==> src/core/rss_consts.svh <==
/*
  Constants of the receiver status and strobe block: timing, register
  offsets, field positions and reset values.
  Assumes a 10 MHz system clock and an 8-bit register address.
*/
`ifndef RSS_CONSTS_SVH
`define RSS_CONSTS_SVH

// clock and timing
`define RSS_CLK_PERIOD_NS  100
`define RSS_MARK_MIN_NS    150
`define RSS_MARK_CYC       ((`RSS_MARK_MIN_NS + `RSS_CLK_PERIOD_NS - 1) / `RSS_CLK_PERIOD_NS)
`define RSS_MARK_CNT_W     3
`define RSS_EXT_RST_MIN_US 20
`define RSS_EXT_RST_CYC    ((`RSS_EXT_RST_MIN_US * 1000 + `RSS_CLK_PERIOD_NS - 1) / `RSS_CLK_PERIOD_NS)
`define RSS_EXT_CNT_W      8

// register offsets (byte addresses)
`define RSS_OFS_CTRL       8'h00
`define RSS_OFS_CFG        8'h04
`define RSS_OFS_STAT       8'h08
`define RSS_OFS_IRQ_STAT   8'h0c
`define RSS_OFS_IRQ_MASK   8'h10
`define RSS_OFS_INC0       8'h14
`define RSS_INC_STRIDE     8'h04

// control fields
`define RSS_CTRL_W         3
`define RSS_CTRL_FW_RDY    0
`define RSS_CTRL_ERR       1
`define RSS_CTRL_POS       2
`define RSS_CTRL_FATAL     3
`define RSS_CTRL_RST       3'h0

// config fields: mark polarity [3:0], freq polarity [7:4], error polarity
`define RSS_CFG_W          9
`define RSS_CFG_MARK_LSB   0
`define RSS_CFG_FREQ_LSB   4
`define RSS_CFG_ERR_POL    8
`define RSS_CFG_RST        9'h000

// interrupt status fields
`define RSS_IRQ_W          7
`define RSS_IRQ_ERR        4
`define RSS_IRQ_EXT        5
`define RSS_IRQ_FATAL      6
`define RSS_IRQ_RST        7'h00

// count of channels and the increment reset value
`define RSS_NUM_CH         4
`define RSS_INC_RST        32'h0000_0000

`endif

==> src/core/rss_pkg.sv <==
/*
  Types of the receiver status and strobe block.
  Assumes nothing beyond a SystemVerilog tool.
*/
package rss_pkg;

  // receiver life cycle
  typedef enum logic [1:0] {
    rss_st_boot = 2'b00,
    rss_st_run  = 2'b01,
    rss_st_hold = 2'b10
  } rss_state_type;

  typedef logic [31:0] rss_word_type;
  typedef logic [7:0]  rss_addr_type;

endpackage

==> src/core/rss_mark_if.sv <==
/*
  Carrier between the top and one mark qualifier: pin, polarity, mark pulse.
  Assumes the pin may be asynchronous to i_sys_clk; the qualifier synchronises it.
*/
`timescale 1ns/1ps
interface rss_mark_if;
  logic pin;
  logic active_low;
  logic mark;

  modport qual (input pin, input active_low, output mark);
  modport top  (output pin, output active_low, input mark);
endinterface

==> src/core/rss_status_strobes.sv <==
/*
  Status and strobe logic of a positioning receiver toward its host:
  error, ready and position-valid flags, four qualified mark inputs,
  four programmable frequency outputs and the external reset input.
  Assumes firmware drives the status through the register port and all
  pins other than the marks are synchronous to i_sys_clk.
*/
// The address-and-strobe port and the register offsets were decided locally.
`timescale 1ns/1ps
`include "rss_consts.svh"
// Behaviour
// [RULE1] The error output rests inactive and goes active (default high) in an error state.
// [RULE2] Each mark input fires on its leading edge only after a pulse longer than 150 ns.
// [RULE3] Mark inputs default to active low, with a per-input polarity set by software.
// [RULE4] Four frequency outputs, idle-high by default, run at a software-set frequency.
// [RULE5] The ready output goes high when the receiver can accept commands.
// [RULE6] The ready output stays low while booting and while a reset is in progress.
// [RULE7] A non-fatal error raises the error output and leaves ready asserted.
// [RULE8] Position-valid drops in the same cycle that the error output rises.
// [RULE9] A fatal error drops ready, error and position-valid together for the restart.
// [RULE10] Position-valid is high exactly while a valid solution is reported.
// [RULE11] The external reset is active low and held over 20 us resets the receiver.
// [RULE12] The host should hold the external reset low over 150 ms at power-up; the host model holds it low 4 cycles.
// [RULE13] Each mark input is synchronised and width-checked by a cycle counter.
// [RULE14] Each qualified mark and each error rise gives an event pulse for firmware.
module rss_status_strobes (
  // clock and reset
  input  wire logic                     i_sys_clk,
  input  wire logic                     i_rst,
  // host-facing pins
  input  wire logic                     i_ext_reset_n,
  input  wire logic [`RSS_NUM_CH-1:0]   i_mark_in,
  output logic                          o_error,
  output logic                          o_command_ready,
  output logic                          o_pos_valid,
  output logic [`RSS_NUM_CH-1:0]        o_freq_out,
  // register port
  input  wire rss_pkg::rss_addr_type    i_addr,
  input  wire rss_pkg::rss_word_type    i_wdata,
  input  wire logic                     i_wr,
  input  wire logic                     i_rd,
  output rss_pkg::rss_word_type         o_rdata,
  // firmware events
  output logic [`RSS_NUM_CH-1:0]        o_mark_evt,
  output logic                          o_err_evt,
  output logic                          o_irq
);

  // life cycle, firmware status and interrupt registers
  rss_pkg::rss_state_type       state_ff;
  rss_pkg::rss_state_type       nxt_state;
  logic [`RSS_CTRL_W-1:0]       ctrl_ff;
  logic [`RSS_CTRL_W-1:0]       nxt_ctrl;
  logic [`RSS_CFG_W-1:0]        cfg_ff;
  logic [`RSS_IRQ_W-1:0]        stat_ff;
  logic [`RSS_IRQ_W-1:0]        nxt_stat;
  logic [`RSS_IRQ_W-1:0]        mask_ff;
  logic [`RSS_IRQ_W-1:0]        irq_evt;

  // external reset width counter
  logic [`RSS_EXT_CNT_W-1:0]    ext_cnt_ff;
  logic [`RSS_EXT_CNT_W-1:0]    nxt_ext_cnt;

  // frequency accumulators and read path
  rss_pkg::rss_word_type        inc_ff [`RSS_NUM_CH];
  rss_pkg::rss_word_type        acc_ff [`RSS_NUM_CH];
  rss_pkg::rss_word_type        rd_mux;
  rss_pkg::rss_word_type        rdata_ff;

  // per-channel marks, selects and pins
  logic [`RSS_NUM_CH-1:0]       mark_pulse;
  logic [`RSS_NUM_CH-1:0]       wr_inc;
  logic [`RSS_NUM_CH-1:0]       inc_sel;
  logic [`RSS_NUM_CH-1:0]       freq_inv;
  logic [`RSS_NUM_CH-1:0]       freq_ff;
  logic [`RSS_NUM_CH-1:0]       mark_evt_ff;
  logic                         error_ff;
  logic                         ready_ff;
  logic                         pos_ff;
  logic                         err_on_ff;
  logic                         err_evt_ff;
  logic                         irq_ff;

  // decode and event wires
  logic                         wr_ctrl;
  logic                         wr_cfg;
  logic                         wr_stat;
  logic                         wr_mask;
  logic                         fatal_req;
  logic                         ext_hit;
  logic                         ext_rise;
  logic                         in_run;
  logic                         err_on;
  logic                         err_rise;
  logic                         ctrl_clr;
  logic                         rd_ctrl_sel;
  logic                         rd_cfg_sel;
  logic                         rd_stat_sel;
  logic                         rd_irq_sel;
  logic                         rd_mask_sel;
  logic                         err_level;
  logic                         pos_level;

  // write decode
  assign wr_ctrl   = i_wr && (i_addr == `RSS_OFS_CTRL);
  assign wr_cfg    = i_wr && (i_addr == `RSS_OFS_CFG);
  assign wr_stat   = i_wr && (i_addr == `RSS_OFS_IRQ_STAT);
  assign wr_mask   = i_wr && (i_addr == `RSS_OFS_IRQ_MASK);
  assign fatal_req = wr_ctrl && i_wdata[`RSS_CTRL_FATAL];

  // read decode
  assign rd_ctrl_sel = (i_addr == `RSS_OFS_CTRL);
  assign rd_cfg_sel  = (i_addr == `RSS_OFS_CFG);
  assign rd_stat_sel = (i_addr == `RSS_OFS_STAT);
  assign rd_irq_sel  = (i_addr == `RSS_OFS_IRQ_STAT);
  assign rd_mask_sel = (i_addr == `RSS_OFS_IRQ_MASK);

  // external reset width check
  assign ext_hit     = (ext_cnt_ff == `RSS_EXT_CNT_W'(`RSS_EXT_RST_CYC));
  assign ext_rise    = !i_ext_reset_n &&
                       (ext_cnt_ff == `RSS_EXT_CNT_W'(`RSS_EXT_RST_CYC - 1));
  assign nxt_ext_cnt = i_ext_reset_n ? '0 :
                       ext_hit ? ext_cnt_ff : ext_cnt_ff + `RSS_EXT_CNT_W'(1);

  // life-cycle state machine
  always_comb begin
    nxt_state = state_ff;
    case (state_ff)
      rss_pkg::rss_st_boot: begin
        if (ext_hit) begin
          nxt_state = rss_pkg::rss_st_hold;          // [RULE11]
        end else if (ctrl_ff[`RSS_CTRL_FW_RDY]) begin
          nxt_state = rss_pkg::rss_st_run;
        end
      end
      rss_pkg::rss_st_run: begin
        if (ext_hit) begin
          nxt_state = rss_pkg::rss_st_hold;          // [RULE11]
        end else if (fatal_req) begin
          nxt_state = rss_pkg::rss_st_boot;          // [RULE9]
        end
      end
      rss_pkg::rss_st_hold: begin
        if (i_ext_reset_n) begin
          nxt_state = rss_pkg::rss_st_boot;
        end
      end
      default: begin
        nxt_state = rss_pkg::rss_st_boot;
      end
    endcase
  end

  // firmware status bits, wiped by any restart
  assign ctrl_clr = ext_hit || fatal_req || (state_ff == rss_pkg::rss_st_hold);
  assign nxt_ctrl = ctrl_clr ? `RSS_CTRL_RST :
                    wr_ctrl  ? i_wdata[`RSS_CTRL_W-1:0] : ctrl_ff;

  // flag levels derived from state and firmware status
  assign in_run   = (state_ff == rss_pkg::rss_st_run);
  assign err_on   = in_run && ctrl_ff[`RSS_CTRL_ERR];  // [RULE7]
  assign err_rise = err_on && !err_on_ff;              // [RULE14]
  assign err_level = err_on ^ cfg_ff[`RSS_CFG_ERR_POL];  // [RULE1]
  assign pos_level = in_run && ctrl_ff[`RSS_CTRL_POS] &&
                     !ctrl_ff[`RSS_CTRL_ERR];           // [RULE8]
  assign freq_inv  = ~cfg_ff[`RSS_CFG_FREQ_LSB +: `RSS_NUM_CH]; // [RULE4]

  // interrupt events and sticky status, set beats clear
  assign irq_evt  = {fatal_req, ext_rise, err_rise, mark_evt_ff};
  assign nxt_stat = (stat_ff & ~(wr_stat ? i_wdata[`RSS_IRQ_W-1:0] : '0)) | irq_evt;

  // state, control and config registers
  always_ff @(posedge i_sys_clk or posedge i_rst) begin
    if (i_rst) begin
      state_ff   <= rss_pkg::rss_st_boot;
      ctrl_ff    <= `RSS_CTRL_RST;
      cfg_ff     <= `RSS_CFG_RST;                   // [RULE3]
      ext_cnt_ff <= '0;
    end else begin
      state_ff   <= nxt_state;
      ctrl_ff    <= nxt_ctrl;
      ext_cnt_ff <= nxt_ext_cnt;                    // [RULE11]
      if (wr_cfg) begin
        cfg_ff <= i_wdata[`RSS_CFG_W-1:0];          // [RULE3]
      end
    end
  end

  // status pins, all from flip-flops
  always_ff @(posedge i_sys_clk or posedge i_rst) begin
    if (i_rst) begin
      error_ff  <= 1'b0;
      ready_ff  <= 1'b0;
      pos_ff    <= 1'b0;
      err_on_ff <= 1'b0;
    end else begin
      error_ff  <= err_level;                         // [RULE1] [RULE9]
      ready_ff  <= in_run;                            // [RULE5] [RULE6] [RULE7]
      pos_ff    <= pos_level;                         // [RULE8] [RULE10]
      err_on_ff <= err_on;
    end
  end

  // mark qualifiers, one per input
  genvar g;
  generate
    for (g = 0; g < `RSS_NUM_CH; g++) begin : g_mark
      rss_mark_if mark_bus ();
      assign mark_bus.pin        = i_mark_in[g];
      assign mark_bus.active_low = ~cfg_ff[`RSS_CFG_MARK_LSB + g]; // [RULE3]
      assign mark_pulse[g]       = mark_bus.mark;
      assign inc_sel[g]          = (i_addr == `RSS_OFS_INC0 +
                                    8'(g) * `RSS_INC_STRIDE);
      assign wr_inc[g]           = i_wr && inc_sel[g];
      rss_mark_qual u_qual (
        .i_sys_clk (i_sys_clk),
        .i_rst     (i_rst),
        .mark_io   (mark_bus.qual)
      );
    end
  endgenerate

  // event pulses, sticky status and interrupt
  always_ff @(posedge i_sys_clk or posedge i_rst) begin
    if (i_rst) begin
      mark_evt_ff <= '0;
      err_evt_ff  <= 1'b0;
      stat_ff     <= `RSS_IRQ_RST;
      mask_ff     <= `RSS_IRQ_RST;
      irq_ff      <= 1'b0;
    end else begin
      mark_evt_ff <= mark_pulse;   // [RULE14]
      err_evt_ff  <= err_rise;     // [RULE14]
      stat_ff     <= nxt_stat;
      irq_ff      <= |(stat_ff & mask_ff);
      if (wr_mask) begin
        mask_ff <= i_wdata[`RSS_IRQ_W-1:0];
      end
    end
  end

  // phase accumulators for the frequency outputs, idle when not running
  always_ff @(posedge i_sys_clk or posedge i_rst) begin
    if (i_rst) begin
      for (int k = 0; k < `RSS_NUM_CH; k++) begin
        inc_ff[k] <= `RSS_INC_RST;
        acc_ff[k] <= `RSS_INC_RST;
      end
      freq_ff <= '1;
    end else begin
      for (int k = 0; k < `RSS_NUM_CH; k++) begin
        if (wr_inc[k]) begin
          inc_ff[k] <= i_wdata;                             // [RULE4]
        end
        acc_ff[k]  <= in_run ? acc_ff[k] + inc_ff[k] : `RSS_INC_RST;
        freq_ff[k] <= acc_ff[k][31] ^ freq_inv[k]; // [RULE4]
      end
    end
  end

  // read selection
  always_comb begin
    rd_mux = '0;
    if (rd_ctrl_sel) begin
      rd_mux = 32'(ctrl_ff);
    end else if (rd_cfg_sel) begin
      rd_mux = 32'(cfg_ff);
    end else if (rd_stat_sel) begin
      rd_mux = 32'({pos_ff, error_ff, ready_ff, state_ff});
    end else if (rd_irq_sel) begin
      rd_mux = 32'(stat_ff);
    end else if (rd_mask_sel) begin
      rd_mux = 32'(mask_ff);
    end else begin
      for (int k = 0; k < `RSS_NUM_CH; k++) begin
        if (inc_sel[k]) begin
          rd_mux = inc_ff[k];
        end
      end
    end
  end

  // read data stands for one cycle only
  always_ff @(posedge i_sys_clk or posedge i_rst) begin
    if (i_rst) begin
      rdata_ff <= '0;
    end else begin
      rdata_ff <= i_rd ? rd_mux : '0;
    end
  end

  // outputs
  assign o_error         = error_ff;
  assign o_command_ready = ready_ff;
  assign o_pos_valid     = pos_ff;
  assign o_freq_out      = freq_ff;
  assign o_rdata         = rdata_ff;
  assign o_mark_evt      = mark_evt_ff;
  assign o_err_evt       = err_evt_ff;
  assign o_irq           = irq_ff;

endmodule // rss_status_strobes

==> src/core/rss_mark_qual.sv <==
/*
  One event-mark qualifier: synchroniser, polarity, width counter, pulse.
  Assumes one system clock and an asynchronous active-high reset.
*/
`timescale 1ns/1ps
`include "rss_consts.svh"
module rss_mark_qual (
  // clock and reset
  input  wire logic i_sys_clk,
  input  wire logic i_rst,
  // mark carrier
  rss_mark_if.qual  mark_io
);

  logic                       sync1_ff;
  logic                       sync2_ff;
  logic                       armed_ff;
  logic                       mark_ff;
  logic [`RSS_MARK_CNT_W-1:0] cnt_ff;
  logic [`RSS_MARK_CNT_W-1:0] nxt_cnt;
  logic                       asserted;
  logic                       qualify;

  // polarity and width qualification
  assign asserted = sync2_ff ^ mark_io.active_low;
  assign qualify  = asserted && armed_ff &&
                    (cnt_ff == `RSS_MARK_CNT_W'(`RSS_MARK_CYC - 1));
  assign nxt_cnt  = (!asserted || !armed_ff) ? '0 :
                    (cnt_ff == `RSS_MARK_CNT_W'(`RSS_MARK_CYC)) ? cnt_ff :
                    cnt_ff + `RSS_MARK_CNT_W'(1);
  assign mark_io.mark = mark_ff;

  // two-stage synchroniser
  always_ff @(posedge i_sys_clk or posedge i_rst) begin
    if (i_rst) begin
      sync1_ff <= 1'b0;
      sync2_ff <= 1'b0;
    end else begin
      sync1_ff <= mark_io.pin;  // [RULE13]
      sync2_ff <= sync1_ff;
    end
  end

  // width counter, one pulse per leading edge
  always_ff @(posedge i_sys_clk or posedge i_rst) begin
    if (i_rst) begin
      cnt_ff   <= '0;
      armed_ff <= 1'b0;
      mark_ff  <= 1'b0;
    end else begin
      cnt_ff   <= nxt_cnt;              // [RULE13]
      armed_ff <= armed_ff | ~asserted; // [RULE2]
      mark_ff  <= qualify;              // [RULE2]
    end
  end

endmodule // rss_mark_qual

==> config.mk <==
export PLATFORM = sky130hd
export DESIGN_NAME = rss_status_strobes
export DESIGN_NICKNAME = d
export VERILOG_FILES = /design/src/core/rss_pkg.sv /design/src/core/rss_mark_if.sv /design/src/core/rss_status_strobes.sv /design/src/core/rss_mark_qual.sv
export VERILOG_INCLUDE_DIRS = /design/src /design/src/core
export SDC_FILE = /design/constraint.sdc
export NUM_CORES = 1
export LEC_CHECK = 0
export ABC_AREA = 1
export BUFFER_PORTS_ARGS = -buffer_cell sky130_fd_sc_hd__buf_2
export CORE_MARGIN = 5
export CORE_UTILIZATION = 40
export CTS_BUF_LIST = sky130_fd_sc_hd__clkbuf_16
export CTS_CLUSTER_SIZE = 30
export DETAILED_ROUTE_END_ITERATION = 16
export PLACE_DENSITY = 0.54
export SYNTH_ARGS = -nofsm -noshare
export SYNTH_HDL_FRONTEND = slang
export SYNTH_SLANG_ARGS = --single-unit
==> constraint.sdc <==
create_clock -name i_sys_clk -period 16.8 [get_ports i_sys_clk]
set_input_delay 3.36 -clock i_sys_clk [delete_from_list [all_inputs] [get_ports i_sys_clk]]
set_output_delay 3.36 -clock i_sys_clk [all_outputs]
set_load 0.01 [all_outputs]
==> results.sh, run 1 <==
export IMPL_p_comb_share_pct=16.8
export IMPL_worstPathMaxFanout=64
export IMPL_final_max_slew_violation_count=0
export IMPL_max_clock_freq_ghz=0.186
export IMPL_setup_viol=0
export IMPL_final_net_count=3264
export IMPL_worst_margin_slew_ns=0.965
export IMPL_grt_overflow=0
export IMPL_synth_seq_cells=366
export IMPL_clock_sinks=366
export IMPL_number_of_global_route_vias_before_repair=18989
export IMPL_setup_tns_ns=0
export IMPL_p_int_uw=1600
export IMPL_max_cap_check_violation_count=0
export IMPL_hold_class="reg -> reg"
export IMPL_yosysUniqueCellTypes=54
export IMPL_antenna_found_initial=1
export IMPL_synth_simple_gate_area_share_pct=25.9
export IMPL_timing_hold_worst_path_depth=0
export IMPL_p_sw_share_pct=31.3
export IMPL_gr_usage_all_layers_pct=23.4
export IMPL_clkLatencyLatePin_ns=0.59
export IMPL_final_setup_worst_slack_ns=11.41
export IMPL_portBuffers=93
export IMPL_reg2reg_slack_ns=14.37
export IMPL_fin_skew_ns=0.0168
export IMPL_timing_final_crit_period_ns=5.39
export IMPL_floorplan_die_width_um=246
export IMPL_worst_case_setup_slack_after_placement_ns=10.88
export IMPL_worstPathRequired_ns=17.25
export IMPL_cts_root_buf="sky130_fd_sc_hd__clkbuf_16"
export IMPL_netlist_top_cell_by_area="sky130_fd_sc_hd__dfrtp_1"
export IMPL_xor_xnor_portion_of_the_synthesized_cell_area_pct=1.97
export IMPL_synth_top_cell_area_share_pct=40.8
export IMPL_synthesis_nets=3178
export IMPL_synth_compound_gate_area_share_pct=14.8
export IMPL_synth_edf_count=0
export IMPL_place_hpwl_um=55400
export IMPL_combinational_family_with_the_most_area_after_synthesis="simple AND/OR/NAND/NOR gates"
export IMPL_worst_r2r_path_depth=13
export IMPL_cts_repair_resize_count=0
export IMPL_synth_area_leaders="sky130_fd_sc_hd__dfrtp_1 41%, sky130_fd_sc_hd__nand2_1 14%, sky130_fd_sc_hd__ha_1 7.8%, sky130_fd_sc_hd__inv_1 6.1%, sky130_fd_sc_hd__nor2_1 5.9%"
export IMPL_reg2reg_from="inc_ff[32]"
export IMPL_route_detailed_wl_per_inst_um=18.5
export IMPL_synthToLayoutAreaGrowth_pct=11.2
export IMPL_power_leakage_uw=0.0128
export IMPL_post_synthesis_sequential_area_ratio_pct=41.3
export IMPL_io_pin_count=94
export IMPL_grt_start_max_net_pins=120
export IMPL_detailedRoute_firstPassIterationCount=5
export IMPL_worst_slew_margin_rel_pct=35.5
export IMPL_min_delay_worst_endpoint="g_mark[3].u_qual.sync2_ff"
export IMPL_postSynthAreaPerCell_sq_um=7.43
export IMPL_ir_drop_mv=0.0708
export IMPL_ctsLongestPathBuffers=3
export IMPL_grt_setup_unrepaired="no"
export IMPL_yosys_warnings=0
export IMPL_rows=86
export IMPL_r2r_end="acc_ff[50]"
export IMPL_power_per_cell_area_mw_per_mm2=94.6
export IMPL_cts_repair_timing_setup_buffer_count=0
export IMPL_postLayoutCoreUtil_pct=44.8
export IMPL_initial_utilization_pct=40.3
export IMPL_cts_hold_buffers_added=0
export IMPL_synthArstFlopShare_pct=100
export IMPL_drc=0
export IMPL_yosys_most_used_dff="sky130_fd_sc_hd__dfrtp_1"
export IMPL_drtIter0Drc=1569
export IMPL_final_layout_size_suffix_gt1_share_pct=7.72
export IMPL_total_routed_length_um=71400
export IMPL_cts_buffers=45
export IMPL_via_count=19926
export IMPL_synthCells=2987
export IMPL_grt_pass1_wl_um=111000
export IMPL_drtAntennaViolNets=0
export IMPL_tritoncts="yes"
export IMPL_clock_tree_htree_level_count=2
export IMPL_final_hold_violation_count=0
export IMPL_clock_power_share_pct=39.6
export IMPL_gp_routability_congestion=0.965
export IMPL_die_boundary_height_um=246
export IMPL_final_min_period_over_clock_period_pct=32.1
export IMPL_power_sequential_fraction_pct=43.6
export IMPL_coreArea_sq_mm=0.0551
export IMPL_cp_end_kind="flop"
export IMPL_p_switching_uw=732
export IMPL_synth_adder_area_share_pct=8.14
export IMPL_muxShareOfSynthArea_pct=0
export IMPL_min_from="g_mark[3].u_qual.sync1_ff"
export IMPL_status="finished, final reports clean"
export IMPL_worst_ep_arrival_time_ns=5.83
export IMPL_synthesis_area_sq_mm=0.0222
export IMPL_worstSetupPathType="in -> reg"
export IMPL_cp_start_kind="input pin"
export IMPL_fp_dieArea_sq_mm=0.0603
export IMPL_vias_per_cell=5.17
export IMPL_clk_pin_slew_ns=0.06
[per-stage QoR]
step                power (uW)  cell area (sq um)  hold WS [ns]  std cells
finish                    2340              24700         0.345       3856
global route              2450              24700         0.356       3855
CTS                       2360              24700         0.349       3855
detailed placement        1430              23300         0.336       3774
global placement          1420              23300         0.333       3774
floorplan                 1290              22200         0.331       2987
[state kept, by name, indices dropped and copies added, names as in the netlist, 2 cells and up]
signal and count:
state_ff 2, g_mark.u_qual.sync1_ff 4, g_mark.u_qual.sync2_ff 4, inc_ff 128, acc_ff 128, ctrl_ff 3
o_freq_out 4, mask_ff 7, stat_ff 7, g_mark.u_qual.armed_ff 4, o_rdata 32, ext_cnt_ff 8
cfg_ff 9, g_mark.u_qual.mark_io.mark 4, o_mark_evt 4, g_mark.u_qual.cnt_ff 12
[area by class of cell]
type | instances | area, sq um
tap | 748 | 936
sequential | 366 | 9160
clock inverter | 36 | 245
antenna | 1 | 2.50
fill | 5732 | 30400
multi-input combinational | 2191 | 11300
clock buffer | 45 | 1130
timing repair buffer | 100 | 518
inverter | 369 | 1400
[power groups by stage]
stage / clock network, uW / logic, uW / registers (uW)
after CTS: 945 / 397 / 1020
after global placement: 0 / 386 / 1030
final: 924 / 393 / 1020
after floorplan: 0 / 276 / 1010
after detailed placement: 0 / 395 / 1040
after global routing: 979 / 448 / 1030
[cells by family after synthesis]
group,Yosys count
flip-flops,366
AO/OA/AOI/OAI,595
adder cells (fa/ha/maj),142
AND/OR/NAND/NOR,1404
buffers and inverters,430
XOR/XNOR,50
[layout by cell type, fill, tap and decap left out, types with 3 or more instances in the layout]
cell,synthesis,layout
sky130_fd_sc_hd__dfrtp_1,362,362
sky130_fd_sc_hd__clkinv_1,0,12
sky130_fd_sc_hd__clkinv_2,0,4
sky130_fd_sc_hd__clkinvlp_4,0,7
sky130_fd_sc_hd__clkbuf_16,0,45
sky130_fd_sc_hd__ha_1,138,138
sky130_fd_sc_hd__buf_4,4,7
sky130_fd_sc_hd__nor3_1,24,24
sky130_fd_sc_hd__a31oi_1,5,5
sky130_fd_sc_hd__nand4_1,17,17
sky130_fd_sc_hd__nor2_4,5,6
sky130_fd_sc_hd__nand2_4,5,5
sky130_fd_sc_hd__o2bb2ai_1,4,4
sky130_fd_sc_hd__buf_2,21,93
sky130_fd_sc_hd__inv_1,358,364
sky130_fd_sc_hd__fa_1,4,4
sky130_fd_sc_hd__nand2_1,821,821
sky130_fd_sc_hd__o21bai_1,23,23
sky130_fd_sc_hd__o21ai_0,240,240
sky130_fd_sc_hd__nand3_1,137,137
sky130_fd_sc_hd__nor2_2,5,5
sky130_fd_sc_hd__a21oi_1,222,222
sky130_fd_sc_hd__o21ai_1,46,46
sky130_fd_sc_hd__nor4_1,12,12
sky130_fd_sc_hd__and3_1,4,4
sky130_fd_sc_hd__o211ai_1,5,5
sky130_fd_sc_hd__nand2_2,7,7
sky130_fd_sc_hd__o2bb2ai_2,8,8
sky130_fd_sc_hd__nand3b_1,7,7
sky130_fd_sc_hd__nand3_2,3,3
sky130_fd_sc_hd__and2_1,4,4
sky130_fd_sc_hd__a211oi_1,4,4
sky130_fd_sc_hd__a21o_1,4,4
sky130_fd_sc_hd__inv_2,9,10
sky130_fd_sc_hd__o21ai_2,8,8
sky130_fd_sc_hd__xnor2_1,42,42
sky130_fd_sc_hd__dfstp_2,4,4
sky130_fd_sc_hd__a21oi_2,16,16
sky130_fd_sc_hd__nor2_1,347,346
sky130_fd_sc_hd__xor2_1,8,8
[worst max-delay path: stages]
cell                      delay [ns]
sky130_fd_sc_hd__buf_2          0.10
sky130_fd_sc_hd__inv_1          0.05
sky130_fd_sc_hd__nand2_2        0.13
sky130_fd_sc_hd__nor2_1         0.22
sky130_fd_sc_hd__nand2_1        0.56
sky130_fd_sc_hd__inv_2          0.63
sky130_fd_sc_hd__nand2_4        0.46
sky130_fd_sc_hd__nand2_1        0.18
sky130_fd_sc_hd__o21ai_1        0.08
[per-layer routing]
layer / share of wire [%] / routed length [um] / global-route usage (%)
met1: 48 / 34000 / 34.3
met2: 43 / 30800 / 35.5
met3: 6.3 / 4530 / 4.23
met4: 2.8 / 2010 / 6.56
met5: 0 / 0 / 0
[worst max path at each step]
stage / start / end / slack [ns] / cells past startpoint
3_3_place_gp: i_addr[0] / inc_ff[25] / 11.03 / 9
4_1_cts: i_addr[0] / inc_ff[30] / 11.48 / 9
2_1_floorplan: i_rst / acc_ff[0] / 3.29 / 1
5_1_grt: i_addr[0] / inc_ff[23] / 11.13 / 8
6_report: i_addr[0] / inc_ff[30] / 11.41 / 9
3_5_place_dp: i_addr[0] / inc_ff[20] / 10.88 / 8
[synthesized netlist by cell type, types with 3 or more instances]
library cell / n
sky130_fd_sc_hd__clkbuf_1: 24
sky130_fd_sc_hd__a31oi_1: 5
sky130_fd_sc_hd__fa_1: 4
sky130_fd_sc_hd__o21ai_2: 8
sky130_fd_sc_hd__o21bai_1: 23
sky130_fd_sc_hd__nand3_1: 137
sky130_fd_sc_hd__dfstp_2: 4
sky130_fd_sc_hd__xnor2_1: 42
sky130_fd_sc_hd__nor3_1: 24
sky130_fd_sc_hd__a21o_1: 4
sky130_fd_sc_hd__nand2_1: 821
sky130_fd_sc_hd__o211ai_1: 5
sky130_fd_sc_hd__a21oi_2: 16
sky130_fd_sc_hd__nor2_1: 347
sky130_fd_sc_hd__a21oi_1: 222
sky130_fd_sc_hd__buf_4: 4
sky130_fd_sc_hd__ha_1: 138
sky130_fd_sc_hd__nor4_1: 12
sky130_fd_sc_hd__nand3_2: 3
sky130_fd_sc_hd__dfrtp_1: 362
sky130_fd_sc_hd__o2bb2ai_2: 8
sky130_fd_sc_hd__and2_1: 4
sky130_fd_sc_hd__nand3b_1: 7
sky130_fd_sc_hd__o21ai_0: 240
sky130_fd_sc_hd__inv_1: 358
sky130_fd_sc_hd__nand2_2: 7
sky130_fd_sc_hd__o2bb2ai_1: 4
sky130_fd_sc_hd__and3_1: 4
sky130_fd_sc_hd__o21ai_1: 46
sky130_fd_sc_hd__a211oi_1: 4
sky130_fd_sc_hd__nand2_4: 5
sky130_fd_sc_hd__nor2_4: 5
sky130_fd_sc_hd__inv_2: 9
sky130_fd_sc_hd__nand4_1: 17
sky130_fd_sc_hd__buf_6: 6
sky130_fd_sc_hd__nor2_2: 5
sky130_fd_sc_hd__buf_2: 21
sky130_fd_sc_hd__xor2_1: 8
(Power assumes the default switching activity.)
==> run 2: changes to the inputs <==
Clock period 16.8 ns to 5 ns, I/O delays scaled along.
==> run 2 against run 1 <==
Cell count stayed put. Utilization is 0.17 points higher. Power grew to 3.4 times the previous value. Clock power grew to 3.5 times the previous value. Via count is 0.54% higher. Die area stayed put. Clock skew is 0.0018 ns higher. Sequential cell count stayed put. Critical endpoint is now inc_ff[121]. Largest power group unchanged. Highest routed layer unchanged.
==> results.sh, run 2 (synthesis results as in run 1) <==
export IMPL_via_count=20033
export IMPL_power_per_cell_area_mw_per_mm2=322
export IMPL_clk_pin_slew_ns=0.05
export IMPL_longest_individual_stage_delay_on_the_worst_path_ns=0.72
export IMPL_finish_cell_count_without_fillers=3856
export IMPL_fin_skew_ns=0.0185
export IMPL_reg2reg_from="inc_ff[0]"
export IMPL_holdWs_ns=0.346
export IMPL_number_of_global_route_vias_before_repair=18897
export IMPL_total_routed_length_um=71200
export IMPL_floorplan_die_width_um=246
export IMPL_gp_routability_congestion=0.957
export IMPL_rows=86
export IMPL_detailedRoute_firstPassIterationCount=6
export IMPL_clock_sinks=366
export IMPL_worstSetupStartpoint="i_addr[1]"
export IMPL_ctsLongestPathBuffers=3
export IMPL_antenna_found_initial=0
export IMPL_io_pin_count=94
export IMPL_cts_root_buf="sky130_fd_sc_hd__clkbuf_16"
export IMPL_antenna_diode_instance_count=0
export IMPL_timing_hold_worst_path_depth=0
export IMPL_grt_start_max_net_pins=93
export IMPL_cts_repair_resize_count=0
export IMPL_final_max_slew_violation_count=0
export IMPL_vias_per_cell=5.20
export IMPL_drtAntennaViolNets=0
export IMPL_cts_repair_timing_setup_buffer_count=0
export IMPL_coreArea_sq_mm=0.0551
export IMPL_tritoncts="yes"
export IMPL_layout_common_cells="821 x sky130_fd_sc_hd__nand2_1, 363 x sky130_fd_sc_hd__inv_1, 362 x sky130_fd_sc_hd__dfrtp_1"
export IMPL_cts_hold_buffers_added=0
export IMPL_critical_path_top_delay_family="simple AND/OR/NAND/NOR gates"
export IMPL_clock_tree_htree_level_count=2
export IMPL_final_layout_size_suffix_gt1_share_pct=7.85
export IMPL_ir_drop_mv=0.288
export IMPL_critical_path_depth=6
export IMPL_final_hold_violation_count=0
export IMPL_place_hpwl_um=55500
export IMPL_hold_class="reg -> reg"
export IMPL_power_leakage_uw=0.0129
export IMPL_initial_utilization_pct=40.3
export IMPL_cts_buffers=44
export IMPL_max_clock_freq_ghz=0.372
export IMPL_grt_setup_unrepaired="no"
export IMPL_worst_slew_margin_rel_pct=33.2
export IMPL_worst_margin_slew_ns=1.00
export IMPL_r2r_end="acc_ff[18]"
export IMPL_grt_overflow=0
export IMPL_worstPathRequired_ns=5.47
export IMPL_timing_final_crit_period_ns=2.69
export IMPL_worstPathBufferInverterCount=1
export IMPL_cp_cell_sequence="buf_2 > nor2_1 > nand3_2 > nor2_4 > nand2_2 > o21ai_0"
export IMPL_max_cap_check_violation_count=0
export IMPL_status="finished, final reports clean"
export IMPL_final_common_cell="sky130_fd_sc_hd__nand2_1"
export IMPL_drc=0
export IMPL_worst_r2r_path_depth=13
export IMPL_route_detailed_wl_per_inst_um=18.5
export IMPL_final_min_period_over_clock_period_pct=53.8
export IMPL_worstSetupPathType="in -> reg"
export IMPL_grt_pass1_wl_um=109000
export IMPL_portBuffers=93
export IMPL_final_net_count=3265
export IMPL_gr_usage_all_layers_pct=23.2
export IMPL_fp_dieArea_sq_mm=0.0603
export IMPL_reg2reg_slack_ns=2.58
export IMPL_setup_viol=0
export IMPL_drtIter0Drc=1704
export IMPL_worst_ep_arrival_time_ns=3.15
export IMPL_die_boundary_height_um=246
export IMPL_cp_end_kind="flop"
export IMPL_worstPathMaxFanout=64
export IMPL_post_place_cells=3776
export IMPL_critical_path_slowest_cell="sky130_fd_sc_hd__nand2_2"
export IMPL_worst_setup_path_endpoint="inc_ff[121]"
export IMPL_synthToLayoutAreaGrowth_pct=11.6
export IMPL_clkLatencyLatePin_ns=0.59
export IMPL_cp_start_kind="input pin"
-- run 2: cell types whose count changed in the layout (fill, tap and decap cells not counted), moves of 2 or more --
cell | before | now
sky130_fd_sc_hd__clkinv_4 | 0 | 2
sky130_fd_sc_hd__buf_12 | 0 | 2
sky130_fd_sc_hd__bufinv_16 | 2 | 5
sky130_fd_sc_hd__clkinvlp_4 | 7 | 3
sky130_fd_sc_hd__clkinv_2 | 4 | 6
sky130_fd_sc_hd__clkinv_1 | 12 | 10
-- run 2: area by class of cell --
cell class	count	area, sq um
Inverter	369	1390
Clock buffer	44	1100
Fill cell	5688	30300
Sequential cell	366	9160
Timing Repair Buffer	102	558
Multi-Input combinational cell	2191	11300
Tap cell	748	936
Clock inverter	36	330
-- run 2: worst min-delay path by stage --
| stage | to | slack, ns | startpoint |
|---|---|---|---|
| 2_1_floorplan | g_mark[0].u_qual.sync2_ff | 0.33 | g_mark[0].u_qual.sync1_ff |
| 3_3_place_gp | o_mark_evt[3] | 0.33 | g_mark[3].u_qual.mark_io.mark |
| 3_5_place_dp | g_mark[0].u_qual.sync2_ff | 0.33 | g_mark[0].u_qual.sync1_ff |
| 4_1_cts | g_mark[0].u_qual.sync2_ff | 0.35 | g_mark[0].u_qual.sync1_ff |
| 5_1_grt | g_mark[0].u_qual.sync2_ff | 0.35 | g_mark[0].u_qual.sync1_ff |
| 6_report | g_mark[0].u_qual.sync2_ff | 0.35 | g_mark[0].u_qual.sync1_ff |
-- run 2: routing by layer --
| metal | wire length, um | GRT usage [%] | share of wire, % |
|---|---|---|---|
| met5 | 0 | 0 | 0 |
| met4 | 2500 | 7.76 | 3.5 |
| met3 | 4430 | 3.92 | 6.2 |
| met2 | 31500 | 36.3 | 44 |
| met1 | 32800 | 32.8 | 46 |
-- run 2: per-stage QoR --
step           util, %  worst slack [ns]  cell area, sq um  total power [uW]  TNS, ns
6_report          45.0              2.31             24800              7980        0
4_1_cts           45.0              2.35             24800              8080        0
5_1_grt           45.0              2.05             24800              8380        0
3_5_place_dp      42.4              1.73             23300              4820        0
2_1_floorplan        -            -0.907             22200              4330  -328.31
3_3_place_gp      42.4              1.90             23300              4770        0
-- run 2: power by group --
group          internal [uW]  total (uW)  switching [uW]
clock                   1870        3220            1350
combinational            420        1330             907
sequential              3230        3430             200
total                   5520        7980            2460
==> run 3: changes to the inputs <==
Settings changed: PLACE_DENSITY 0.54 to 0.56.
Clock period 5 ns to 2.4 ns, I/O delays scaled along.
==> run 3 against run 2 <==
Global-route usage is 0.67 points higher. Utilization is 0.55 points higher. Die area stayed put. Register-to-register slack worse by 2.4 ns. Sequential cell count stayed put. Combinational power is 110% higher. Via count is 0.29% lower. Critical path type is now reg -> reg. Largest power group unchanged. Highest routed layer unchanged.
==> results.sh, run 3 (synthesis results as in run 1) <==
export IMPL_status="finished, final reports clean"
export IMPL_grt_overflow=0
export IMPL_vias_per_cell=5.15
export IMPL_critical_path_slowest_cell="sky130_fd_sc_hd__dfrtp_1"
export IMPL_final_common_cell="sky130_fd_sc_hd__nand2_1"
export IMPL_setup_viol=0
export IMPL_via_count=19974
export IMPL_drtAntennaViolNets=0
export IMPL_fp_dieArea_sq_mm=0.0603
export IMPL_floorplan_die_width_um=246
export IMPL_power_leakage_uw=0.0130
export IMPL_worst_margin_slew_ns=0.662
export IMPL_area_post_placement_sq_mm=0.0236
export IMPL_gr_usage_all_layers_pct=23.9
export IMPL_final_net_count=3288
export IMPL_fin_skew_ns=0.0387
export IMPL_clock_tree_htree_level_count=2
export IMPL_final_hold_violation_count=0
export IMPL_total_routed_length_um=72800
export IMPL_total_power_uw=16600
export IMPL_place_hpwl_um=57100
export IMPL_number_of_global_route_vias_before_repair=19147
export IMPL_antenna_found_initial=1
export IMPL_layout_common_cells="816 x sky130_fd_sc_hd__nand2_1, 362 x sky130_fd_sc_hd__dfrtp_1, 361 x sky130_fd_sc_hd__inv_1"
export IMPL_cts_repair_timing_setup_buffer_count=0
export IMPL_r2r_end="acc_ff[124]"
export IMPL_cts_buffers=45
export IMPL_initial_utilization_pct=40.3
export IMPL_grt_pass1_wl_um=113000
export IMPL_ir_drop_mv=0.562
export IMPL_crit_path_frequent_cell="sky130_fd_sc_hd__nand3_1"
export IMPL_power_per_cell_area_mw_per_mm2=663
export IMPL_cp_end_kind="flop"
export IMPL_worst_r2r_path_depth=9
export IMPL_cp_cell_sequence="ha_1 > inv_1 > fa_1 > o21ai_2 > nand2_1 > nand3_1 > nand3_1 > a21oi_1 > nor2_1"
export IMPL_antenna_diode_instance_count=0
export IMPL_timing_final_crit_period_ns=2.24
export IMPL_p_comb_share_pct=17.1
export IMPL_worstPathBufferInverterCount=1
export IMPL_worstPathRequired_ns=2.86
export IMPL_io_pin_count=94
export IMPL_p_sw_share_pct=31.3
export IMPL_holdWs_ns=0.0276
export IMPL_drtIter0Drc=1823
export IMPL_gp_routability_congestion=0.969
export IMPL_die_boundary_height_um=246
export IMPL_route_detailed_wl_per_inst_um=18.7
export IMPL_final_min_period_over_clock_period_pct=93.5
export IMPL_reg2reg_slack_ns=0.16
export IMPL_max_clock_freq_ghz=0.446
export IMPL_worstPathMaxFanout=4
export IMPL_final_max_slew_violation_count=0
export IMPL_hold_class="in -> async"
export IMPL_cts_root_buf="sky130_fd_sc_hd__clkbuf_16"
export IMPL_max_cap_check_violation_count=0
export IMPL_detailedRoute_firstPassIterationCount=5
export IMPL_longest_individual_stage_delay_on_the_worst_path_ns=0.42
export IMPL_p_int_uw=11400
export IMPL_cp_start_kind="flop"
export IMPL_portBuffers=93
export IMPL_p_switching_uw=5210
export IMPL_setup_tns_ns=0
export IMPL_grt_start_max_net_pins=98
export IMPL_drc=0
export IMPL_coreArea_sq_mm=0.0551
export IMPL_rows=86
export IMPL_clkLatencyLatePin_ns=0.60
export IMPL_worst_slew_margin_rel_pct=55.9
export IMPL_worst_ep_arrival_time_ns=2.71
export IMPL_clk_pin_slew_ns=0.06
export IMPL_postLayoutCoreUtil_pct=45.5
export IMPL_reg2reg_from="inc_ff[96]"
export IMPL_clock_sinks=366
export IMPL_final_area_sq_mm=0.0251
export IMPL_grt_setup_unrepaired="no"
export IMPL_final_layout_size_suffix_gt1_share_pct=8.77
export IMPL_tritoncts="yes"
export IMPL_power_sequential_fraction_pct=42.8
export IMPL_ctsLongestPathBuffers=3
export IMPL_critical_path_top_delay_family="adder cells"
export IMPL_worstSetupPathType="reg -> reg"
export IMPL_clock_power_share_pct=40.2
export IMPL_synthToLayoutAreaGrowth_pct=13.0
## run 3: cell types whose count changed in the layout (fill, tap and decap cells not counted), sizes merged, moves of 2 or more
cell	delta
buf	+18
clkinv	+4
dlygate4sd3	+4
clkinvlp	+3
bufinv	-2
inv	-2
## run 3: power groups by stage
stage / registers, uW / logic [uW] / clock network (uW)
6_report: 7110 / 2840 / 6680
5_1_grt: 7160 / 3220 / 7130
4_1_cts: 7120 / 2870 / 6860
3_5_place_dp: 7230 / 2840 / 0
3_3_place_gp: 7210 / 2790 / 0
2_1_floorplan: 7090 / 1940 / 0
## run 3: worst max path at each step
stage	from	to	slack [ns]	cells after the start
2_1_floorplan	i_rst	acc_ff[0]	-2.99	1
3_3_place_gp	inc_ff[0]	acc_ff[28]	0.14	9
3_5_place_dp	inc_ff[0]	acc_ff[28]	0.07	9
4_1_cts	inc_ff[0]	acc_ff[28]	0.06	9
5_1_grt	inc_ff[32]	acc_ff[62]	0.008	12
6_report	inc_ff[96]	acc_ff[124]	0.16	9
## run 3: repair_timing
item / 4_1_cts / 5_1_grt
hold endpoints to repair: 4 / 0
endpoints found under the setup margin: 0 / 11
gates resized for setup: 0 / 11
hold buffers: 4 / 0
## run 3: cell type report
type,instances,area [sq um]
Tap cell,748,936
Inverter,369,1390
Multi-Input combinational cell,2191,11300
Clock inverter,39,310
Sequential cell,366,9160
Fill cell,5723,30000
Timing Repair Buffer,124,808
Clock buffer,45,1130
## run 3: tightest hold or removal path: cells and delay by family
| family | cells | cell delay [ns] |
|---|---|---|
| buffers and inverters | 3 | 0.48 |
## run 3: stage by stage
stage | instances | setup WS [ns]
CTS | 3882 | 0.0558
detailed placement | 3794 | 0.0741
global route | 3882 | 0.00798
finish | 3882 | 0.156
floorplan | 2987 | -2.99
global placement | 3794 | 0.142
## run 3: per-layer routing
| layer | vias up | global-route usage (%) | part of all wire, % |
|---|---|---|---|
| met1 | 9402 | 36.5 | 48 |
| met5 | - | 0 | 0 |
| met3 | 88 | 3.36 | 6.2 |
| met4 | 0 | 5.53 | 2.2 |
| li1 | 9910 | - | - |
| met2 | 574 | 36.0 | 43 |
